File: config.mk
export PLATFORM = sky130hd
export DESIGN_NAME = timer16_counter_capture
export DESIGN_NICKNAME = d
export VERILOG_FILES = /design/src/timer16_pkg.sv /design/src/timer16_counter_capture.sv
export SDC_FILE = /design/constraint.sdc
export NUM_CORES = 1
export LEC_CHECK = 0
export BUFFER_PORTS_ARGS = -buffer_cell sky130_fd_sc_hd__buf_2
export CAP_MARGIN = 20
export CORE_MARGIN = 5
export CORE_UTILIZATION = 30
export CTS_BUF_LIST = sky130_fd_sc_hd__clkbuf_16
export DETAILED_ROUTE_END_ITERATION = 7
export GPL_ROUTABILITY_DRIVEN = 1
export SYNTH_ARGS = -nofsm -noshare
export SYNTH_HDL_FRONTEND = slang
export SYNTH_SLANG_ARGS = --single-unit
File: constraint.sdc
create_clock -name sys_clk -period 4.5 [get_ports sys_clk]
set_input_delay 0.9 -clock sys_clk [delete_from_list [all_inputs] [get_ports sys_clk]]
set_output_delay 0.9 -clock sys_clk [all_outputs]
set_load 0.02 [all_outputs]
File: src/timer16_pkg.sv
`default_nettype none
package timer16_pkg;

  // byte addresses on the register port
  localparam logic [3:0] ADDR_COUNT_LOW = 4'h0;
  localparam logic [3:0] ADDR_COUNT_HIGH = 4'h1;
  localparam logic [3:0] ADDR_CAPTURE_LOW = 4'h2;
  localparam logic [3:0] ADDR_CAPTURE_HIGH = 4'h3;
  localparam logic [3:0] ADDR_CMPA_LOW = 4'h4;
  localparam logic [3:0] ADDR_CMPA_HIGH = 4'h5;
  localparam logic [3:0] ADDR_CMPB_LOW = 4'h6;
  localparam logic [3:0] ADDR_CMPB_HIGH = 4'h7;
  localparam logic [3:0] ADDR_CTRL_A = 4'h8;
  localparam logic [3:0] ADDR_CTRL_B = 4'h9;
  localparam logic [3:0] ADDR_CMP_CTRL = 4'ha;
  localparam logic [3:0] ADDR_FLAGS = 4'hb;
  localparam logic [3:0] ADDR_MASK = 4'hc;

  // field positions
  localparam int CTRLB_FILTER_BIT = 7;
  localparam int CTRLB_EDGE_BIT = 6;
  localparam int CMPCTRL_SELECT_BIT = 2;
  localparam int FLAG_OVF_BIT = 0;
  localparam int FLAG_CAP_BIT = 1;

  // reset values
  localparam logic [15:0] COUNT_RESET = 16'h0000;
  localparam logic [7:0] BYTE_RESET = 8'h00;

  // counter limits and fixed tops
  localparam logic [15:0] COUNT_MAX = 16'hffff;
  localparam logic [15:0] COUNT_ZERO = 16'h0000;
  localparam logic [15:0] TOP_8BIT = 16'h00ff;
  localparam logic [15:0] TOP_9BIT = 16'h01ff;
  localparam logic [15:0] TOP_10BIT = 16'h03ff;

  // prescaler tap masks, in system clock cycles minus one
  localparam logic [9:0] PRESC_DIV8 = 10'h007;
  localparam logic [9:0] PRESC_DIV64 = 10'h03f;
  localparam logic [9:0] PRESC_DIV256 = 10'h0ff;
  localparam logic [9:0] PRESC_DIV1024 = 10'h3ff;

  // clock source select codes
  localparam logic [2:0] CSS_STOP = 3'h0;
  localparam logic [2:0] CSS_DIV1 = 3'h1;
  localparam logic [2:0] CSS_DIV8 = 3'h2;
  localparam logic [2:0] CSS_DIV64 = 3'h3;
  localparam logic [2:0] CSS_DIV256 = 3'h4;
  localparam logic [2:0] CSS_DIV1024 = 3'h5;
  localparam logic [2:0] CSS_EXT_FALL = 3'h6;
  localparam logic [2:0] CSS_EXT_RISE = 3'h7;

  // noise filter window length
  localparam int FILTER_SAMPLES = 4;

  // register port request
  typedef struct packed {
    logic [3:0] addr;
    logic [7:0] wrData;
    logic wrStrobe;
    logic rdStrobe;
  } bus_req_t;

  // complete block state
  typedef struct packed {
    logic [15:0] count;
    logic [15:0] capture;
    logic [15:0] cmpA;
    logic [15:0] cmpB;
    logic [7:0] tempHigh;
    logic [7:0] ctrlA;
    logic [7:0] ctrlB;
    logic [7:0] cmpCtrl;
    logic [7:0] mask;
    logic capFlag;
    logic ovfFlag;
    logic countDown;
    logic [9:0] presc;
    logic extNow;
    logic extPrev;
    logic inSample;
    logic [FILTER_SAMPLES-1:0] window;
    logic filtered;
    logic [7:0] rdData;
    logic captureIrq;
    logic overflowIrq;
    logic atTop;
    logic atBottom;
  } state_t;

endpackage : timer16_pkg
`default_nettype wire

File: src/timer16_counter_capture.sv
// Behaviour
// - high byte location reaches shared latch
// - low read latches high; low write loads
// - 16-bit up/down counter, top and bottom
// - clock source select zero stops counting
// - counter accessible with or without ticks
// - cpu write beats count or clear
// - mode select steers clear, up, down
// - overflow flag per mode, interrupt capable
// - selected edge copies counter to capture
// - capture flag set with the copy
// - enabled flag interrupts, cleared on ack
// - writing one clears capture flag
// - capture low read latches its high
// - capture writable only in capture-top modes
// - select bit picks comparator as source
// - filter changes only on four equal
// - filter adds four cycles of delay
// - filter runs on system clock
// - capture input off in capture-top modes
// - capture input sampled like count pin
// - shared latch holds between accesses
// - one latch for all 16-bit registers
// - compare reads bypass the shared latch
`default_nettype none
module timer16_counter_capture
  import timer16_pkg::*;
(
  // clock and reset
  input wire logic sys_clk,
  input wire logic reset,
  // register port
  input wire bus_req_t busReq,
  output logic [7:0] rdData,
  // pins and comparator
  input wire logic captureInputPin,
  input wire logic comparatorOutput,
  input wire logic externalCountPin,
  // interrupt acknowledges
  input wire logic captureAck,
  input wire logic overflowAck,
  // interrupt requests
  output logic captureIrq,
  output logic overflowIrq,
  // to waveform logic
  output logic atTop,
  output logic atBottom,
  output logic [3:0] waveformModeSelect
);

  state_t q; // registered state
  state_t d; // next state

  // decoded controls
  logic [3:0] mode;
  logic [2:0] clockSourceSelect;
  logic captureFilterEnable;
  logic captureEdgePolarity;
  logic comparatorCaptureSelect;
  logic captureTopMode;
  logic dualSlope;
  logic ctcMode;
  logic [15:0] topValue;
  logic timerTick;
  logic rawInput;
  logic filtNext;
  logic captureTrig;
  logic [15:0] countNext;
  logic ovfSet;
  logic wrHit;
  logic rdHit;

  // control field decode
  always_comb begin
    mode = {q.ctrlB[4:3], q.ctrlA[1:0]};
    clockSourceSelect = q.ctrlB[2:0];
    captureFilterEnable = q.ctrlB[CTRLB_FILTER_BIT];
    captureEdgePolarity = q.ctrlB[CTRLB_EDGE_BIT];
    comparatorCaptureSelect = q.cmpCtrl[CMPCTRL_SELECT_BIT];
    captureTopMode = (mode == 4'h8) || (mode == 4'ha) || (mode == 4'hc) || (mode == 4'he);
    dualSlope = (mode inside {4'h1, 4'h2, 4'h3, 4'h8, 4'h9, 4'ha, 4'hb});
    ctcMode = (mode == 4'h4) || (mode == 4'hc);
  end

  // top value per mode
  always_comb begin
    case (mode)
      4'h1, 4'h5: topValue = TOP_8BIT;
      4'h2, 4'h6: topValue = TOP_9BIT;
      4'h3, 4'h7: topValue = TOP_10BIT;
      4'h4, 4'h9, 4'hb, 4'hf: topValue = q.cmpA;
      4'h8, 4'ha, 4'hc, 4'he: topValue = q.capture;
      default: topValue = COUNT_MAX;
    endcase
  end

  // timer tick from prescaler taps or external pin
  always_comb begin
    case (clockSourceSelect)
      CSS_STOP: timerTick = 1'b0;
      CSS_DIV1: timerTick = 1'b1;
      CSS_DIV8: timerTick = (q.presc[2:0] == PRESC_DIV8[2:0]);
      CSS_DIV64: timerTick = (q.presc[5:0] == PRESC_DIV64[5:0]);
      CSS_DIV256: timerTick = (q.presc[7:0] == PRESC_DIV256[7:0]);
      CSS_DIV1024: timerTick = (q.presc == PRESC_DIV1024);
      CSS_EXT_FALL: timerTick = q.extPrev && !q.extNow;
      CSS_EXT_RISE: timerTick = !q.extPrev && q.extNow;
      default: timerTick = 1'b0;
    endcase
  end

  // the filter window keeps shifting in capture-top modes, so
  // leaving such a mode cannot replay a stale edge
  // capture source, filter and edge detector
  always_comb begin
    rawInput = comparatorCaptureSelect ? comparatorOutput : captureInputPin;
    filtNext = q.filtered;
    if (!captureFilterEnable) begin
      filtNext = q.inSample;
    end else if ((q.window == {FILTER_SAMPLES{1'b1}}) || (q.window == '0)) begin
      filtNext = q.window[0];
    end
    captureTrig = !captureTopMode && (filtNext != q.filtered)
                  && (filtNext == captureEdgePolarity);
  end

  // counting sequence for one tick
  always_comb begin
    countNext = q.count;
    ovfSet = 1'b0;
    if (dualSlope) begin
      if (q.countDown) begin
        if (q.count == COUNT_ZERO) begin
          countNext = q.count + 16'h0001;
          ovfSet = 1'b1;
        end else begin
          countNext = q.count - 16'h0001;
        end
      end else if (q.count >= topValue) begin
        countNext = q.count - 16'h0001;
      end else begin
        countNext = q.count + 16'h0001;
      end
    end else if (q.count >= topValue) begin
      countNext = COUNT_ZERO;
      ovfSet = !ctcMode || (q.count == COUNT_MAX);
    end else begin
      countNext = q.count + 16'h0001;
    end
  end

  // next state
  always_comb begin
    d = q;
    wrHit = busReq.wrStrobe;
    rdHit = busReq.rdStrobe;
    // prescaler held at zero while stopped, else counting; pin samples
    d.presc = (clockSourceSelect == CSS_STOP) ? 10'h000 : q.presc + 10'h001;
    d.extNow = externalCountPin;
    d.extPrev = q.extNow;
    d.inSample = rawInput;
    d.window = {q.window[FILTER_SAMPLES-2:0], q.inSample};
    d.filtered = filtNext;
    // counter step
    if (timerTick) begin
      d.count = countNext;
      if (dualSlope) begin
        if (q.countDown && q.count == COUNT_ZERO) begin
          d.countDown = 1'b0;
        end else if (!q.countDown && q.count >= topValue) begin
          d.countDown = 1'b1;
        end
      end else begin
        d.countDown = 1'b0;
      end
    end
    // capture of the counter
    if (captureTrig) begin
      d.capture = q.count;
    end
    // read path, data one cycle later
    d.rdData = BYTE_RESET;
    if (rdHit) begin
      case (busReq.addr)
        ADDR_COUNT_LOW: begin
          d.rdData = q.count[7:0];
          d.tempHigh = q.count[15:8];
        end
        ADDR_CAPTURE_LOW: begin
          d.rdData = q.capture[7:0];
          d.tempHigh = q.capture[15:8];
        end
        ADDR_COUNT_HIGH, ADDR_CAPTURE_HIGH: d.rdData = q.tempHigh;
        ADDR_CMPA_LOW: d.rdData = q.cmpA[7:0];
        ADDR_CMPA_HIGH: d.rdData = q.cmpA[15:8];
        ADDR_CMPB_LOW: d.rdData = q.cmpB[7:0];
        ADDR_CMPB_HIGH: d.rdData = q.cmpB[15:8];
        ADDR_CTRL_A: d.rdData = q.ctrlA;
        ADDR_CTRL_B: d.rdData = q.ctrlB;
        ADDR_CMP_CTRL: d.rdData = q.cmpCtrl;
        ADDR_FLAGS: d.rdData = {6'h00, q.capFlag, q.ovfFlag};
        ADDR_MASK: d.rdData = q.mask;
        default: d.rdData = BYTE_RESET; // unmapped reads zero
      endcase
    end
    // write path, beats the counter step
    if (wrHit) begin
      case (busReq.addr)
        ADDR_COUNT_HIGH, ADDR_CAPTURE_HIGH, ADDR_CMPA_HIGH, ADDR_CMPB_HIGH: begin
          d.tempHigh = busReq.wrData;
        end
        ADDR_COUNT_LOW: d.count = {q.tempHigh, busReq.wrData};
        ADDR_CAPTURE_LOW: begin
          if (captureTopMode) begin
            d.capture = {q.tempHigh, busReq.wrData};
          end
        end
        ADDR_CMPA_LOW: d.cmpA = {q.tempHigh, busReq.wrData};
        ADDR_CMPB_LOW: d.cmpB = {q.tempHigh, busReq.wrData};
        ADDR_CTRL_A: d.ctrlA = busReq.wrData;
        ADDR_CTRL_B: d.ctrlB = busReq.wrData;
        ADDR_CMP_CTRL: d.cmpCtrl = busReq.wrData;
        ADDR_MASK: d.mask = busReq.wrData;
        default: d.tempHigh = d.tempHigh; // flags handled below
      endcase
    end
    // flags: clear by one-write or ack, set wins
    if ((wrHit && busReq.addr == ADDR_FLAGS && busReq.wrData[FLAG_CAP_BIT]) || captureAck) begin
      d.capFlag = 1'b0;
    end
    if ((wrHit && busReq.addr == ADDR_FLAGS && busReq.wrData[FLAG_OVF_BIT]) || overflowAck) begin
      d.ovfFlag = 1'b0;
    end
    if (captureTrig) begin
      d.capFlag = 1'b1;
    end
    if (timerTick && ovfSet && !(wrHit && busReq.addr == ADDR_COUNT_LOW)) begin
      d.ovfFlag = 1'b1;
    end
    // registered requests and limit markers
    d.captureIrq = q.capFlag && q.mask[FLAG_CAP_BIT];
    d.overflowIrq = q.ovfFlag && q.mask[FLAG_OVF_BIT];
    d.atTop = (d.count == topValue);
    d.atBottom = (d.count == COUNT_ZERO);
  end

  // synchronous reset clears every field, so no output
  // can show a stale request in the first cycle after it
  // state register
  always_ff @(posedge sys_clk) begin
    if (reset) begin
      q <= '0;
    end else begin
      q <= d;
    end
  end

  // outputs straight from flops
  assign rdData = q.rdData;
  assign captureIrq = q.captureIrq;
  assign overflowIrq = q.overflowIrq;
  assign atTop = q.atTop;
  assign atBottom = q.atBottom;
  assign waveformModeSelect = {q.ctrlB[4:3], q.ctrlA[1:0]};

  // high byte write lands in the latch
  AST_HIGH_WRITE: assert property (@(posedge sys_clk) disable iff (reset)
    busReq.wrStrobe && busReq.addr == ADDR_COUNT_HIGH |=> q.tempHigh == $past(busReq.wrData))
    else $error("high byte write missed latch");

  // low read copies counter high byte
  AST_LOW_READ: assert property (@(posedge sys_clk) disable iff (reset)
    busReq.rdStrobe && busReq.addr == ADDR_COUNT_LOW
    |=> q.tempHigh == $past(q.count[15:8]) && q.rdData == $past(q.count[7:0]))
    else $error("low read did not latch high byte");

  // low write loads whole counter despite ticks
  AST_WRITE_PRIORITY: assert property (@(posedge sys_clk) disable iff (reset)
    busReq.wrStrobe && busReq.addr == ADDR_COUNT_LOW
    |=> q.count == {$past(q.tempHigh), $past(busReq.wrData)})
    else $error("counter write lost");

  // stopped timer holds still
  AST_STOPPED: assert property (@(posedge sys_clk) disable iff (reset)
    q.ctrlB[2:0] == CSS_STOP && !busReq.wrStrobe |=> $stable(q.count))
    else $error("stopped counter moved");

  // capture copies count and sets flag together
  AST_CAPTURE: assert property (@(posedge sys_clk) disable iff (reset)
    captureTrig |=> q.capture == $past(q.count) && q.capFlag)
    else $error("capture copy or flag wrong");

  // one-write clears the flag when no new event
  AST_FLAG_CLEAR: assert property (@(posedge sys_clk) disable iff (reset)
    busReq.wrStrobe && busReq.addr == ADDR_FLAGS && busReq.wrData[FLAG_CAP_BIT]
    && !captureTrig |=> !q.capFlag)
    else $error("capture flag not cleared");

  // compare read leaves latch alone
  AST_CMP_READ: assert property (@(posedge sys_clk) disable iff (reset)
    busReq.rdStrobe && busReq.addr == ADDR_CMPA_LOW && !busReq.wrStrobe
    |=> $stable(q.tempHigh))
    else $error("compare read touched latch");

  // filtered level holds unless window agrees
  AST_FILTER: assert property (@(posedge sys_clk) disable iff (reset)
    captureFilterEnable && q.window != '0 && q.window != {FILTER_SAMPLES{1'b1}}
    |=> $stable(q.filtered))
    else $error("filter changed on mixed samples");

  // capture write refused outside capture-top modes
  AST_CAP_WRITE_BLOCK: assert property (@(posedge sys_clk) disable iff (reset)
    busReq.wrStrobe && busReq.addr == ADDR_CAPTURE_LOW && !captureTopMode && !captureTrig
    |=> $stable(q.capture))
    else $error("capture written in wrong mode");

  // enabled flag raises the request next cycle
  AST_IRQ: assert property (@(posedge sys_clk) disable iff (reset)
    q.capFlag && q.mask[FLAG_CAP_BIT] |=> captureIrq)
    else $error("capture request missing");

  // no capture edges in capture-top modes
  AST_INPUT_OFF: assert property (@(posedge sys_clk) disable iff (reset)
    captureTopMode && !busReq.wrStrobe |=> $stable(q.capture))
    else $error("capture in capture-top mode");

  // further checks on latch, counting and capture

  // capture low read copies its high byte
  AST_CAP_LOW_READ: assert property (@(posedge sys_clk) disable iff (reset)
    busReq.rdStrobe && busReq.addr == ADDR_CAPTURE_LOW
    |=> q.tempHigh == $past(q.capture[15:8]) && q.rdData == $past(q.capture[7:0]))
    else $error("capture low read did not latch high byte");

  // count and capture high locations read back the latch
  AST_HIGH_READ: assert property (@(posedge sys_clk) disable iff (reset)
    busReq.rdStrobe && (busReq.addr == ADDR_COUNT_HIGH || busReq.addr == ADDR_CAPTURE_HIGH)
    |=> q.rdData == $past(q.tempHigh))
    else $error("high byte read bypassed latch");

  // latch keeps its value without bus traffic
  AST_LATCH_HOLD: assert property (@(posedge sys_clk) disable iff (reset)
    !busReq.wrStrobe && !busReq.rdStrobe |=> $stable(q.tempHigh))
    else $error("shared latch drifted");

  // compare low write takes the latch as high byte
  AST_CMPA_WRITE: assert property (@(posedge sys_clk) disable iff (reset)
    busReq.wrStrobe && busReq.addr == ADDR_CMPA_LOW
    |=> q.cmpA == {$past(q.tempHigh), $past(busReq.wrData)})
    else $error("compare write ignored latch");

  // plain mode steps up by one each cycle
  AST_COUNT_UP: assert property (@(posedge sys_clk) disable iff (reset)
    clockSourceSelect == CSS_DIV1 && mode == 4'h0 && q.count != COUNT_MAX && !busReq.wrStrobe
    |=> q.count == $past(q.count) + 16'h0001)
    else $error("counter did not step up");

  // plain mode wraps from maximum and raises overflow
  AST_OVF_WRAP: assert property (@(posedge sys_clk) disable iff (reset)
    timerTick && mode == 4'h0 && q.count == COUNT_MAX && !busReq.wrStrobe
    |=> q.ovfFlag && q.count == COUNT_ZERO)
    else $error("wrap without overflow");

  // acknowledge clears the capture flag
  AST_ACK_CLEAR: assert property (@(posedge sys_clk) disable iff (reset)
    captureAck && !captureTrig |=> !q.capFlag)
    else $error("acknowledge left capture flag set");

  // unfiltered matching edge captures on the next cycle
  AST_DIRECT_EDGE: assert property (@(posedge sys_clk) disable iff (reset)
    !captureFilterEnable && !captureTopMode && q.inSample != q.filtered
    && q.inSample == captureEdgePolarity |=> q.capFlag && q.capture == $past(q.count))
    else $error("unfiltered edge missed");

endmodule : timer16_counter_capture
`default_nettype wire

==> results of run 1 <==
-- worst reg2reg max path, delay by kind of cell, from the launching register on --
kind	cells	cell delay, ns
adders and majority gates	1	0.37
buffers and inverters	3	0.64
DFF	1	0.40
AOI/OAI and AO/OA	5	1.15
and+or+nand+nor	7	1.73
-- what timing repair did --
item,CTS,global route
endpoints found under the hold margin,0,0
setup buffers,0,3
setup endpoints to repair,0,2
resized for setup,0,3
-- registers in the layout, summed over array words and instances, names as in the netlist --
signal and count:
atBottom 1, atTop 1, captureEdgePolarity 1, captureFilterEnable 1, captureIrq 1, clockSourceSelect 3
comparatorCaptureSelect 1, d 5, overflowIrq 1, q 110, rdData 8, waveformModeSelect 4
-- metrics by stage --
step / area, sq um / power (mW) / worst slack (ns) / instances / util [%]
final: 10170 / 3.076 / 0.1619 / 1563 / 35.15
after global routing: 10170 / 3.168 / 0.01024 / 1563 / 35.15
after CTS: 10130 / 3.086 / 0.06950 / 1560 / 35.03
after detailed placement: 9528 / 1.619 / 0.1174 / 1529 / 32.93
after global placement: 9523 / 1.621 / 0.1888 / 1528 / 32.91
after floorplan: 8845 / 1.497 / 0.6957 / 1149 / -
-- power by group through the flow --
| stage | combinational [mW] | clock [mW] | sequential [mW] |
|---|---|---|---|
| final | 0.346 | 1.47 | 1.26 |
| after global routing | 0.367 | 1.54 | 1.26 |
| after CTS | 0.335 | 1.49 | 1.26 |
| after detailed placement | 0.333 | 0 | 1.29 |
| after global placement | 0.334 | 0 | 1.29 |
| after floorplan | 0.224 | 0 | 1.27 |
-- layer usage --
layer  track usage, %  up-vias  share of wire [%]
met5                0        -                  0
met4            6.605        0                3.2
met3            3.461       89                8.8
met2            30.18      520                 44
met1            26.77     4215                 44
li1                 -     4162                  -
-- path summary, 6_finish.rpt --
kind / to / cells past startpoint / slack [ns]
worst max register to register: atBottom$_SDFF_PP0_ / 16 / 0.16
worst min register to register: q[74]$_SDFFE_PP0P_ / 2 / 0.45
worst max-delay path: atBottom$_SDFF_PP0_ / 16 / 0.16
worst min-delay path: q[74]$_SDFFE_PP0P_ / 2 / 0.45
-- logic make-up after synthesis --
family / after synthesis / synth area share, %
compound gates: 303 / 23.27
xor+xnor: 35 / 3.466
fa+ha+maj: 21 / 2.971
buf+inv: 131 / 6.578
flops: 137 / 31.01
mux: 73 / 8.346
simple gates: 449 / 24.36
-- cell type report --
cell class	instances	area, sq um
clock buffer	17	425.4
clock inverter	14	181.4
fill	3039	18770
inverter	24	90.09
multi-input combinational	881	5544
sequential	137	2743
tap	384	480.5
timing repair buffer	106	705.7
-- cell usage in the layout, fill, tap and decap left out, types with 22 or more instances in the layout --
cell,netlist,routed
nor2_1,156,156
dfxtp_1,137,137
nand2_1,130,130
a21oi_1,94,94
buf_4,13,70
mux2i_1,67,67
a211oi_1,40,40
buf_2,15,36
nand3_1,29,29
o21ai_0,29,28
inv_1,23,24
nor2b_1,22,22
==> impl_metrics.toml, run 1 <==
[run_status]
status = "finished, final reports clean"

[timing]
rsz0062_at_grt = "no"
hold_slack_ns = 0.4531
worst_pin_slew_ns = 1.075
slew_headroom_pct = 28.06
fmax_mhz = 230.5
clock_skew_ns = 0.01254
finalHoldViolations = 0
fin_setup_tns_ns = 0
finalSetupViolCount = 0
fin_crit_sh_pct = 96.40
slew_viol_final = 0
finalCriticalPeriod_ns = 4.338

[finish]
area_delta_synth_final_pct = 14.98
layout.nets = 1209
drive_gt1_share_pct = 14.08
diodes = 0

[floorplanning]
std_cell_rows = 62
die_w_um = 181.7
core-area_sq_um = 28940
io-pin-count = 37
die-area_sq_um = 33020
chipHeight_um = 181.7
initial_core_util_pct = 30.57

[cts]
holdBufCountCts = 0
cts.htree.levels = 4
clockBufferDepth = 2
cts_num_sinks = 137
cts_tree = "yes"
clk_latency_ns = 0.43
clk_pin_slew_worst_paths_ns = 0.06
cts_buffers = 17
cts-root-buf = "clkbuf_16"

[synth]
synthTopCellsByArea = "dfxtp_1, mux2i_1, nor2_1"
yosysMostFrequentCell = "nor2_1"
ys.flop_type = "dfxtp_1"
synth.distinct_cells = 79
synth_top_area_cell = "dfxtp_1"
syn_inst = 1149
syn_area_sq_um = 8845
async_flop_share_pct = 0
ys_warn_count = 0
synth_common_cells = "nor2_1, dfxtp_1, nand2_1, a21oi_1, clkbuf_1"
syn-num-nets = 1191
ys_ff_latch = 137
synth.top_cell.area_share_pct = 31.01
synth_edf_count = 0
postSynthAreaPerCell_sq_um = 7.698
ys_seq_area_share_pct = 31.01

[setup_path]
crit_arrival_ns = 4.71
cp-start-kind = "flip-flop"
slowest_stage = "dfxtp_1"
reg2reg_from = "waveformModeSelect[3]$_SDFFE_PP0P_"
worst-path-buf-inv = 3
critPathRequiredTime_ns = 4.87
cp_slowest_stage_delay_ns = 0.40
path_delay_family = "simple AND/OR/NAND/NOR gates"
crit_path_frequent_cell = "buf_4"
startpoint = "waveformModeSelect[3]$_SDFFE_PP0P_"
path_class = "reg -> reg"
crit_path_end_kind = "flip-flop"
cp_max_fo = 20
path_cells = "buf_4, nand2_1, o22a_1, ha_1, nand4_2, nor3_4, a2111oi_4, buf_4, and3_1, buf_4, a2111oi_4, a211oi_1, a211o_1, or3_1, nor4_2, and4b_1"

[pwr]
pwr-share-clk_pct = 47.8
powerDensity_nw_per_um2 = 302.5
comb_power_share_pct = 11.2
p_leak_nw = 3.901
switching_share_pct = 26.24
ir_worst_vdd_v = 0.0002564
pwr-share-seq_pct = 41.0
intPower_mw = 2.269
power_switching_mw = 0.8073

[global_routing]
grt_usage_pct = 19.29
antenna_found_initial = 0
grt-ovfl-total = 0
grt_max_degree = 80
grt_pass1_wl_um = 50580
grt_pass1_vias = 8512

[detailed_routing]
num_vias = 8986
drc = 0
ant_nets = 0
firstDrtPassIters = 6
wirelength_um = 32980
detail_route.iter0.violations = 1240
viasPerCell = 5.749
wl_per_cell_um = 21.10

[hold_path]
min-delay-start = "q[74]$_SDFFE_PP0P_"
hold_class = "reg -> reg"

[placement]
hpwl_um = 23690
port_buffers = 36
globalplace.congestion = 0.9572

[flow_run]
maxCapViolations = 0
Note: power is estimated with default switching activity, not from simulation.
==> run 2: changes to the inputs <==
==> constraint.sdc (replaced) <==
create_clock -name sys_clk -period 5.1 [get_ports sys_clk]
set_input_delay 1.02 -clock sys_clk [delete_from_list [all_inputs] [get_ports sys_clk]]
set_output_delay 1.02 -clock sys_clk [all_outputs]
set_load 0.02 [all_outputs]
==> impl_metrics.toml, run 2 (synthesis gave the netlist of run 1 again) <==
[floorplanning]
die_w_um = 181.7
die-area_sq_um = 33020
io-pin-count = 37
core-area_sq_um = 28940
std_cell_rows = 62
chipHeight_um = 181.7
initial_core_util_pct = 30.57

[global_routing]
grt_max_degree = 60
grt-ovfl-total = 0
grt_usage_pct = 19.58
grt_pass1_vias = 8289
grt_pass1_wl_um = 50670
antenna_found_initial = 0

[finish]
utilization_pct = 34.18
layout.nets = 1173
drive_gt1_share_pct = 11.56
area_delta_synth_final_pct = 11.81
diodes = 0
top_register = "q"
largest_reg_flops = 110
nFillCells = 3025
multi_input_area_sq_um = 5532
final_common_cell = "nor2_1"
final_cell_mix = "nor2_1, dfxtp_1, nand2_1"
design_area_sq_um = 9889
seq_area_sq_um = 2743

[setup_path]
cp_slowest_stage_delay_ns = 0.71
ff2ff_setup_slack_ns = 0.35
path_class = "reg -> reg"
cp_max_fo = 15
crit_path_end_kind = "flip-flop"
critPathRequiredTime_ns = 5.47
cp-start-kind = "flip-flop"
reg2reg_to = "atBottom$_SDFF_PP0_"
reg2regPathDepth = 15
reg2reg_from = "waveformModeSelect[3]$_SDFFE_PP0P_"
slowest_stage = "a2111oi_4"
crit_path_frequent_cell = "nand2_1"
crit_arrival_ns = 5.12
path_cells = "buf_4, nand2_1, o22ai_1, inv_1, ha_1, nand4_2, nor2_1, a2111oi_4, nand3_2, nand2_1, o221ai_1, and3_1, or3_1, nor4_2, and4b_1"

[pwr]
p_leak_nw = 3.725
ir_worst_vdd_v = 0.0003142
powerDensity_nw_per_um2 = 272.2

[timing]
fmax_mhz = 210.7
slew_viol_final = 0
worst_pin_slew_ns = 1.097
slew_headroom_pct = 26.61
clock_skew_ns = 0.01567
rsz0062_at_grt = "no"
finalCriticalPeriod_ns = 4.745
setup_ws_ns = 0.3548
fin_setup_tns_ns = 0
finalHoldViolations = 0
hold_slack_ns = 0.4565
finalSetupViolCount = 0
fin_crit_sh_pct = 93.04

[hold_path]
hold_end = "q[88]$_SDFFE_PP0P_"
hold_class = "reg -> reg"
hold_path_depth = 2
min-delay-start = "q[88]$_SDFFE_PP0P_"

[detailed_routing]
detail_route.iter0.violations = 1163
wirelength_um = 32960
drc = 0
viasPerCell = 5.811
wl_per_cell_um = 21.60
num_vias = 8868
firstDrtPassIters = 6
ant_nets = 0

[cts]
holdBufCountCts = 0
post_cts_buffers = 0
cts_tree = "yes"
clk_latency_ns = 0.43
cts_buffers = 17
cts-resized-gates = 0
cts-root-buf = "clkbuf_16"
clk_pin_slew_worst_paths_ns = 0.07
cts_num_sinks = 137
cts.htree.levels = 4
clockBufferDepth = 2

[placement]
port_buffers = 36
globalplace.congestion = 0.9574
dpl_cell_area_sq_um = 9293
hpwl_um = 23570
preCtsSetupSlack_ns = 0.5432

[flow_run]
maxCapViolations = 0

[run_status]
status = "finished, final reports clean"
-- run 2: where the power goes --
group | switching [mW] | internal, mW
combinational | 0.194 | 0.0970
sequential | 0.0288 | 1.09
clock | 0.515 | 0.770
total | 0.737 | 1.95
-- run 2: worst max-delay path: cells and delay by family, from the launching register on --
kind	cells	cell delay (ns)
compound gates	3	1.27
fa+ha+maj	1	0.31
buf+inv	2	0.38
flops	1	0.59
simple gates	9	2.13
-- run 2: how the worst max path moves through the flow --
stage                                             startpoint             endpoint  slack, ns  cells past startpoint
after floorplan           waveformModeSelect[3]$_SDFFE_PP0P_  atBottom$_SDFF_PP0_       1.30                     16
after global placement    waveformModeSelect[3]$_SDFFE_PP0P_  atBottom$_SDFF_PP0_       0.54                     15
after detailed placement  waveformModeSelect[3]$_SDFFE_PP0P_  atBottom$_SDFF_PP0_       0.54                     15
after CTS                 waveformModeSelect[2]$_SDFFE_PP0P_  atBottom$_SDFF_PP0_       0.52                     17
after global routing      waveformModeSelect[2]$_SDFFE_PP0P_  atBottom$_SDFF_PP0_       0.05                     17
final                     waveformModeSelect[3]$_SDFFE_PP0P_  atBottom$_SDFF_PP0_       0.35                     15
-- run 2: stage by stage --
stage / instances / power (mW)
detailed placement: 1496 / 1.421
CTS: 1526 / 2.701
global route: 1526 / 2.777
floorplan: 1149 / 1.321
global placement: 1495 / 1.422
finish: 1526 / 2.692
-- run 2: area by class of cell --
| class | count | share of cell area (%) |
|---|---|---|
| flip-flops and latches | 137 | 27.73 |
| inverters | 24 | 0.9109 |
| clock buffers | 17 | 4.302 |
| repair buffers | 70 | 4.529 |
| well taps | 384 | 4.858 |
| multi-input cells | 881 | 55.93 |
| clock inverters | 13 | 1.733 |
-- run 2: routing by layer --
metal,track usage [%],routed length (um),up-vias
met5,0,0,-
met4,7.625,1144,0
met3,4.962,3214,84
met2,29.39,14350,483
met1,26.94,14250,4209
li1,-,-,4092
